### src/prs_pkg.sv
// Purpose: shared constants and types for the power reset sequencer
// Assumes: one system clock at 100 MHz, synchronous active-high reset
// Notes: oscillator pulses are counted as enabled system clock cycles
package prs_pkg;

    // stabilisation wait: 256 x 256 oscillator pulses
    localparam int unsigned OSC_WAIT_BASE = 256;
    localparam int unsigned OSC_WAIT_PULSES = OSC_WAIT_BASE * OSC_WAIT_BASE;

    // program counter start after any power reset
    localparam int PC_WIDTH = 11;
    localparam logic [PC_WIDTH-1:0] RESET_VECTOR = 11'h000;

    // reset level of the release synchroniser stages
    localparam logic SYNC_RESET_LEVEL = 1'b1;

    // outputs of the analog supply monitor
    typedef struct packed {
        logic por_low;      // supply below power-on release level
        logic supply_drop;  // supply below low-voltage detection level
    } prs_monitor_t;

    typedef enum logic [1:0] {
        PRS_CAUSE_NONE,
        PRS_CAUSE_POR,
        PRS_CAUSE_PDR
    } prs_cause_t;

    typedef enum logic [1:0] {
        PRS_ST_RESET,
        PRS_ST_WAIT,
        PRS_ST_RUN
    } prs_state_t;

endpackage

### src/prs_wait_counter.sv
// Purpose: saturating pulse counter for the oscillation stability wait
// Assumes: enable marks one oscillator pulse
// Notes: done stays high until cleared
module prs_wait_counter #(
    parameter int unsigned TERMINAL = prs_pkg::OSC_WAIT_PULSES,
    parameter int unsigned WIDTH = $clog2(TERMINAL + 1)
) (
    // clock and reset
    input wire logic clk_sys_in,
    input wire logic reset_in,
    // control
    input wire logic clear_in,
    input wire logic enable_in,
    // status
    output logic [WIDTH-1:0] count_out,
    output logic done_out
);

    logic [WIDTH-1:0] count_q;
    logic [WIDTH-1:0] count_d;

    assign done_out = (count_q == WIDTH'(TERMINAL));
    assign count_out = count_q;

    always_comb begin
        count_d = count_q;
        if (clear_in) begin
            count_d = '0;
        end else if (enable_in && !done_out) begin
            count_d = count_q + WIDTH'(1);
        end
    end

    always_ff @(posedge clk_sys_in) begin
        if (reset_in) begin
            count_q <= '0;
        end else begin
            count_q <= count_d;
        end
    end

endmodule // prs_wait_counter

### src/prs_reset_sequencer.sv
// Purpose: power-on and power-down reset sequencing for the core
// Assumes: monitor outputs and enable flag synchronous to clk_sys_in
// Notes: reset is forced on the next edge; release waits on sync and count
module prs_reset_sequencer #(
    parameter int unsigned WAIT_PULSES = prs_pkg::OSC_WAIT_PULSES
) (
    // clock and reset
    input wire logic clk_sys_in,
    input wire logic reset_in,
    // supply monitor and software flag
    input wire prs_pkg::prs_monitor_t monitor_in,
    input wire logic supply_drop_reset_enable_in,
    // core control
    output logic core_reset_out,
    output logic osc_enable_out,
    output logic wait_active_out,
    output logic pc_load_out,
    output logic [prs_pkg::PC_WIDTH-1:0] pc_value_out,
    output prs_pkg::prs_cause_t reset_cause_out
);

    localparam int unsigned CNT_W = $clog2(WAIT_PULSES + 1);

    prs_pkg::prs_state_t state_q, state_d;
    prs_pkg::prs_cause_t cause_q, cause_d;
    logic pdr_active_q, pdr_active_d;
    logic rel_meta_q, rel_sync_q;
    logic core_reset_q, core_reset_d;
    logic osc_enable_q, osc_enable_d;
    logic wait_active_q, wait_active_d;
    logic pc_load_q, pc_load_d;
    logic [prs_pkg::PC_WIDTH-1:0] pc_value_q;
    logic pdr_request;
    logic raw_reset;
    logic cnt_clear;
    logic cnt_enable;
    logic cnt_done;
    logic [CNT_W-1:0] cnt_value;

    // drop reset latched so that clearing the flag in reset cannot cancel it
    assign pdr_request = pdr_active_q
        || (supply_drop_reset_enable_in && monitor_in.supply_drop);
    assign raw_reset = monitor_in.por_low || pdr_request;

    always_comb begin
        pdr_active_d = monitor_in.supply_drop
            && (pdr_active_q || supply_drop_reset_enable_in);
    end

    // counts only pulses of the running oscillator
    assign cnt_clear = (state_q != prs_pkg::PRS_ST_WAIT);
    assign cnt_enable = osc_enable_q && (state_q == prs_pkg::PRS_ST_WAIT);

    prs_wait_counter #(
        .TERMINAL(WAIT_PULSES),
        .WIDTH(CNT_W)
    ) u_wait (
        .clk_sys_in(clk_sys_in),
        .reset_in(reset_in),
        .clear_in(cnt_clear),
        .enable_in(cnt_enable),
        .count_out(cnt_value),
        .done_out(cnt_done)
    );

    always_comb begin
        state_d = state_q;
        unique case (state_q)
            prs_pkg::PRS_ST_RESET: begin
                // release only once the synchronised reset has fallen
                if (!raw_reset && !rel_sync_q) begin
                    state_d = prs_pkg::PRS_ST_WAIT;
                end
            end
            prs_pkg::PRS_ST_WAIT: begin
                if (cnt_done) begin
                    state_d = prs_pkg::PRS_ST_RUN;
                end
            end
            prs_pkg::PRS_ST_RUN: begin
                state_d = prs_pkg::PRS_ST_RUN;
            end
        endcase
        if (raw_reset) begin
            state_d = prs_pkg::PRS_ST_RESET;
        end
    end

    always_comb begin
        cause_d = cause_q;
        if (monitor_in.por_low) begin
            cause_d = prs_pkg::PRS_CAUSE_POR;
        end else if (pdr_request && state_q != prs_pkg::PRS_ST_RESET) begin
            cause_d = prs_pkg::PRS_CAUSE_PDR;
        end
        osc_enable_d = (state_d != prs_pkg::PRS_ST_RESET);
        core_reset_d = (state_d != prs_pkg::PRS_ST_RUN);
        wait_active_d = (state_d == prs_pkg::PRS_ST_WAIT);
        pc_load_d = (state_q == prs_pkg::PRS_ST_WAIT)
            && (state_d == prs_pkg::PRS_ST_RUN);
    end

    // release synchroniser: first stage feeds the second only
    always_ff @(posedge clk_sys_in) begin
        if (reset_in) begin
            rel_meta_q <= prs_pkg::SYNC_RESET_LEVEL;
            rel_sync_q <= prs_pkg::SYNC_RESET_LEVEL;
        end else begin
            rel_meta_q <= raw_reset;
            rel_sync_q <= rel_meta_q;
        end
    end

    always_ff @(posedge clk_sys_in) begin
        if (reset_in) begin
            state_q <= prs_pkg::PRS_ST_RESET;
            cause_q <= prs_pkg::PRS_CAUSE_NONE;
            pdr_active_q <= 1'b0;
            core_reset_q <= 1'b1;
            osc_enable_q <= 1'b0;
            wait_active_q <= 1'b0;
            pc_load_q <= 1'b0;
            pc_value_q <= prs_pkg::RESET_VECTOR;
        end else begin
            state_q <= state_d;
            cause_q <= cause_d;
            pdr_active_q <= pdr_active_d;
            core_reset_q <= core_reset_d;
            osc_enable_q <= osc_enable_d;
            wait_active_q <= wait_active_d;
            pc_load_q <= pc_load_d;
            pc_value_q <= prs_pkg::RESET_VECTOR;
        end
    end

    assign core_reset_out = core_reset_q;
    assign osc_enable_out = osc_enable_q;
    assign wait_active_out = wait_active_q;
    assign pc_load_out = pc_load_q;
    assign pc_value_out = pc_value_q;
    assign reset_cause_out = cause_q;
endmodule // prs_reset_sequencer

### config.mk
export PLATFORM = sky130hd
export DESIGN_NAME = prs_reset_sequencer
export DESIGN_NICKNAME = d
export VERILOG_FILES = /design/src/prs_pkg.sv /design/src/prs_wait_counter.sv /design/src/prs_reset_sequencer.sv
export SDC_FILE = /design/constraint.sdc
export NUM_CORES = 1
export LEC_CHECK = 0
export ABC_CLOCK_PERIOD_IN_PS = 1900
export BUFFER_PORTS_ARGS = -buffer_cell sky130_fd_sc_hd__buf_2
export CORE_ASPECT_RATIO = 0.6
export CORE_MARGIN = 2
export CORE_UTILIZATION = 52
export CTS_BUF_LIST = sky130_fd_sc_hd__clkbuf_2 sky130_fd_sc_hd__clkbuf_4 sky130_fd_sc_hd__clkbuf_8
export CTS_CLUSTER_DIAMETER = 50
export DETAILED_ROUTE_END_ITERATION = 8
export GPL_ROUTABILITY_DRIVEN = 0
export PLACE_DENSITY = 0.75
export SETUP_SLACK_MARGIN = 0.3
export SLEW_MARGIN = 20
export SYNTH_ARGS = -nofsm -noshare
export SYNTH_HDL_FRONTEND = slang
export SYNTH_SLANG_ARGS = --single-unit
export TNS_END_PERCENT = 5
### constraint.sdc
create_clock -name clk_sys_in -period 1.9 [get_ports clk_sys_in]
set_input_delay 0.285 -clock clk_sys_in [delete_from_list [all_inputs] [get_ports clk_sys_in]]
set_output_delay 0.285 -clock clk_sys_in [all_outputs]
set_load 0.02 [all_outputs]
## Yosys cells after proc, flatten, opt, wreduce, memory -nomap -nowiden

Index checks and enable logic that the tools add are counted.

| operators by class | value |
|---|---|
| reductions and logical operators | 19 |
| eq/ne operators | 7 |
| multiplexer cells | 6 |
| $add $sub $neg | 1 |

Operators by type and width:

| kind | number |
|---|---|
| 17-bit by 1-bit adder with 17-bit output, second input constant | 1 |
| 17-bit equality test, second input constant | 1 |
| 1-bit logical AND | 7 |
| 2-bit two-way mux | 3 |
| 2-bit case mux with 3 select lines | 1 |
| 2-bit nonzero test | 3 |
| 2-bit by 1-bit equality test with 1-bit output, second input constant | 2 |
| 2-bit equality test, second input constant | 2 |
| 2-bit OR reduction | 2 |
| 1-bit logical NOT | 3 |
| 1-bit logical OR | 3 |
| 2-bit logical NOT | 1 |
| 1-bit two-way mux | 2 |
| 2-bit by 1-bit != test with 1-bit output, second input constant | 1 |
| 2-bit != test, second input constant | 1 |

| word-level totals | value |
|---|---|
| input bits | 5 |
| flip-flop bits (word level) | 28 |
| logic and storage cells | 44 |

## Depth between registers and ports, before layout

| depth | value |
|---|---|
| word-level depth | 10 |
| gate-level depth with buffers | 7 |
| gate-level depth less buffers | 6 |

## Hierarchy

From an unflattened synthesis, not the netlist that was laid out.

| unflattened totals | value |
|---|---|
| cell total of the unflattened synthesis | 152 |
| area total of the unflattened synthesis | 1378.8 um^2 |

By module, submodules not included:

| module | area each (um^2) | times used | cells each | seq. area each (um^2) |
|---|---|---|---|---|
| prs_wait_counter | 859.6 | 1 | 98 | 340.3 |
| prs_reset_sequencer | 519.2 | 1 | 54 | 220.2 |

## Worst setup path after synthesis

Ideal clock, no wire load.

| timing | value |
|---|---|
| path kind | register to register |
| start point | reg state_q[1] |
| end point | reg u_wait.count_q[16], in the netlist u_wait.count_out[16] |
| required time | 1.829 ns |
| period minus slack after synthesis | 1.982 ns |
| cell stages (with the launch flop) | 8 |
| setup time | 0.071 ns |
| data arrival time | 1.912 ns |
| path slack | -0.082 ns |
| cells stage by stage | dfxtp_1 inv_1 ha_1 clkbuf_1 nand3_1 or4_4 or4_1 a21oi_1 |

| on the way | value |
|---|---|
| longest elaborated chain between the ends | 3 |
| elaborated cells between the ends (all ways) | 5 |
| those cells by class | 2 x eq/ne; 3 x reduce/logical |

RTL lines:

| item | RTL line | source |
|---|---|---|
| start, declared | prs_reset_sequencer.sv:24 | `prs_pkg::prs_state_t state_q, state_d;` |
| start signal, assigned | prs_reset_sequencer.sv:116 | `state_q <= prs_pkg::PRS_ST_RESET;` |
| start signal, assigned | prs_reset_sequencer.sv:125 | `state_q <= state_d;` |
| 2-bit by 1-bit equality test with 1-bit output | prs_reset_sequencer.sv:52 | `assign cnt_enable = osc_enable_q && (state_q == prs_pkg::PRS_ST_WAIT);` |
| 1-bit logical AND | prs_reset_sequencer.sv:52 |  |
| 1-bit logical AND | prs_wait_counter.sv:29 | `end else if (enable_in && !done_out) begin` |
| end signal, assigned | prs_wait_counter.sv:38 | `count_q <= count_d;` |
| end, declared | prs_wait_counter.sv:19 | `logic [WIDTH-1:0] count_q;` |

Parallel ways exist; a longest one is shown, timed or not.
A chain may end at the register's enable or synchronous reset.

## Final worst setup path

| timing | value |
|---|---|
| start point | reg u_wait.count_q[0], in the netlist u_wait.count_out[0] |
| end point | reg u_wait.count_q[16], in the netlist u_wait.count_out[16] |

| on the way | value |
|---|---|
| longest elaborated chain between the ends | 3 |
| elaborated cells between the ends (all ways) | 4 |
| those cells by class | 1 x add/sub; 1 x eq/ne; 2 x reduce/logical |

RTL lines:

| item |
|---|
| parallel branches: the longest is 3 deep, another holds 17-bit by 1-bit adder with 17-bit output |

Parallel ways; which one is timed is not known.

==> flow_summary_export.csv <==
group,metric,value,unit
die,core_region_area,2575,sq um
die,io_pins,22,
clock_tree,cts_tree,"done",
timing,slew_headroom,0.6527,
setup_path,crit_fanout,5,
hold_path,hp-class,"in2reg",
setup_path,reg2reg_to,"u_wait.count_out[16]",
clock_tree,htreeDepth,1,
placed_design,place_ws,64.75,ps
cells_and_area,nets,194,
cells_and_area,area_growth,13.28,%
grt,grt_pass1_wl,5.237,mm
route,wl_per_cell,14.12,um
setup_path,endpoint_kind,"register",
run,drv_cap,0,
die,chipWidth,72.21,um
grt,grt_overflow,0,
synth,avgSynthCellArea,8.691,sq um
hold_path,hold_path.startpoint,"monitor_in[1]",
timing,setup_viol,0,
die,fp-row-count,14,
die,initial_core_util,0.5637,
cells_and_area,layout-drive-gt1-share,0.2459,
placed_design,dp_cells,210,
synth,synth_simple_gate_area_share,0.2595,
timing,min_period,1803,ps
route,dr_total_vias,1236,
power,power.leakage,0.5884,nW
timing,setup_tns,0,ps
synth,synth_compound_area_frac,0.1474,
power,p_per_area,615.6,nW/um^2
route,via_per_inst,5.749,
setup_path,reg2regPathDepth,6,
synth,synth.distinct_cells,43,
hold_path,hold_path_depth,3,
outcome,outcome,"finished, final reports clean",
route,drt_iter0_markers,92,
clock_tree,clock_sink_count,28,
synth,synth_fa_ha_area_frac,0.04310,
setup_path,reg2reg_slack,100,ps
clock_tree,numCtsBuffers,3,
cells_and_area,stdcell_count,215,
setup_path,path_cells,"buf_4 -> ha_4 -> inv_1 -> or4_4 -> or4_1 -> a21oi_1",
timing,finalCritPeriodShare,0.9487,
setup_path,cp-start-kind,"register",
placed_design,dp_hpwl,2.361,mm
synth,postSynthCellCount,167,
route,ant_nets,0,
synth,yosysSeqAreaShare,0.3862,
route,drcViolationCount,0,
synth,synth_xor_area_frac,0.04224,
synth,yosysWarnings,0,
timing,rsz0062_at_grt,"yes",
setup_path,critPathArrivalTime,2020,ps
cells_and_area,diodes,0,
grt,grt_max_degree,16,
setup_path,crit_type,"reg2reg",
setup_path,reg2reg_from,"u_wait.count_out[0]",
synth,ys_seq_elements,28,
route,firstDrtPassIters,4,
hold_path,hold_end,"reset_cause_out[0]",
placed_design,io_buffer_count,10,
clock_tree,path_clk_slew,90,ps
grt,grt_pass1_vias,1133,
setup_path,max_stage_delay,560,ps
power,vdd_ir_drop_max,0.0003283,V
synth,synth_top_family_by_area,"simple AND/OR/NAND/NOR gates",
clock_tree,cts.path.max_buffers,2,
die,die_h,44.92,um
setup_path,required,2120,ps
timing,setup_slack,97.39,ps
timing,fmax,0.5548,GHz
clock_tree,clk_latency,280,ps
grt,antenna_found_initial,0,
timing,hold_viol_final,0,
timing,clock_skew,3.221,ps
setup_path,cpMaxStageDelayCell,"or4_4",
clock_tree,postCtsHoldBufs,0,
synth,synthesis.area,1451,sq um
clock_tree,root_buffer,"clkbuf_8",
power,p_total,1.012,mW
die,dieArea,3243,sq um
timing,slew_violations,0,
synth,synthMuxAreaShare,0.02069,
timing,worstMarginPinSlew,516.2,ps
grt,grtUsageTotal,0.2163,
route,wirelength,3.035,mm
timing,holdWs,266.3,ps
[synth_stat cells]
master	instances	share of area
and2_1	1	0.0043
nor3b_1	1	0.0052
nor3_1	1	0.0034
or4_1	3	0.016
nand2_1	10	0.026
a21o_1	3	0.016
a2111o_1	1	0.0078
o21a_1	1	0.0052
dfxtp_1	28	0.39
nor2b_1	1	0.0043
a21oi_1	9	0.031
o21ai_0	4	0.014
clkbuf_1	5	0.013
a211oi_1	1	0.0052
and4_1	1	0.0060
o21ba_2	1	0.0069
nor4b_1	2	0.012
o31ai_1	3	0.016
and4_2	1	0.0069
or3_2	2	0.010
mux2i_1	3	0.021
nand3_1	8	0.028
or4_4	1	0.0078
and3_1	1	0.0043
or3_1	2	0.0086
xnor2_1	5	0.030
nand4_4	1	0.015
o311ai_0	1	0.0060
ha_1	5	0.043
nand2b_1	1	0.0043
conb_1	1	0.0026
o211ai_1	2	0.010
o221ai_1	1	0.0060
inv_1	11	0.028
o2111ai_1	2	0.012
or2_2	4	0.017
nor4_1	5	0.022
o41ai_1	1	0.0060
nand4_1	6	0.026
buf_4	11	0.057
a41oi_1	1	0.0060
nor2_1	13	0.034
xor2_1	2	0.012
[cells by family (layout without fill, tap and decap cells)]
group,Yosys count,in the layout
muxes,3,3
buffers and inverters,27,33
AOI/OAI and AO/OA,31,31
other,1,11
DFF,28,28
and+or+nand+nor,65,65
xor gates and xnor gates,7,7
adders and majority gates,5,5
[how the worst max path moves through the flow]
| stage | slack, ps | from | to |
|---|---|---|---|
| finish | 100 | u_wait.count_out[0] | u_wait.count_out[16] |
| global route | 50 | u_wait.count_out[0] | u_wait.count_out[16] |
| CTS | 110 | u_wait.count_out[0] | u_wait.count_out[16] |
| detailed placement | 60 | u_wait.count_out[1] | pc_load_out |
| global placement | 110 | u_wait.count_out[4] | core_reset_out |
| floorplan | 50 | state_q[1] | u_wait.count_out[16] |
[layer usage]
metal,part of all wire,up-vias,track usage
met5,0,-,0
met4,0.014,0,0.09434
met3,0.083,7,0.05357
met2,0.40,45,0.3064
met1,0.51,567,0.3134
li1,-,617,-
[worst max-delay path, delay by kind of cell (launching register included)]
kind            cells  cell delay, ps
buf+inv             2             160
compound gates      1             120
simple gates        2             970
fa+ha+maj           1             130
flops               1             350
[per-stage QoR]
step | instance area, sq um | utilization
after global placement | 1565 | 0.6079
after CTS | 1637 | 0.6356
final | 1644 | 0.6385
after global routing | 1644 | 0.6385
after detailed placement | 1565 | 0.6079
after floorplan | 1534 | -
[repair_timing]
| item | CTS | global route |
|---|---|---|
| buffers inserted | 1 | 0 |
| cloned | 0 | 0 |
| resized for setup | 7 | 2 |
| pin swaps | 1 | 0 |
| endpoints found under the setup margin | 13 | 19 |
[final cells by class]
class	instances	area [sq um]
fillers	220	930.9
inverters	11	41.29
well taps	32	40.04
clock buffers	4	55.05
multi-input cells	122	828.3
flip-flops and latches	28	569.3
repair buffers	18	110.1
[layout by cell type (no fill, tap or decap), types with 2 or more instances in the layout]
| cell | instances |
|---|---|
| ha_4 | 2 |
| nand2_1 | 10 |
| ha_1 | 3 |
| o211ai_1 | 2 |
| clkbuf_8 | 4 |
| or2_2 | 4 |
| or3_1 | 2 |
| buf_4 | 8 |
| a21o_1 | 3 |
| xor2_1 | 2 |
| or4_1 | 3 |
| buf_2 | 10 |
| o2111ai_1 | 2 |
| o31ai_1 | 3 |
| inv_1 | 10 |
| nand4_1 | 6 |
| mux2i_1 | 3 |
| o21ai_0 | 4 |
| conb_1 | 11 |
| xnor2_1 | 5 |
| nor4_1 | 5 |
| dfxtp_1 | 21 |
| nor2_1 | 13 |
| a21oi_1 | 9 |
| nand3_1 | 7 |
| dfxtp_2 | 7 |
[flip-flops by register name (all words and copies together) (netlist names)]
| signal | flops |
|---|---|
| osc_enable_out | 1 |
| wait_active_out | 1 |
| pc_load_out | 1 |
| core_reset_out | 1 |
| rel_sync_q | 1 |
| rel_meta_q | 1 |
| pdr_active_q | 1 |
| u_wait.count_out | 17 |
| reset_cause_out | 2 |
| state_q | 2 |
[report_power, final]
group | switching [mW] | leakage, nW | internal (mW)
Clock | 0.184 | 0.0288 | 0.186
Combinational | 0.0366 | 0.330 | 0.0116
Sequential | 0.00301 | 0.230 | 0.591
Total | 0.224 | 0.588 | 0.789
No activity file was read; power rests on OpenSTA's default activity.
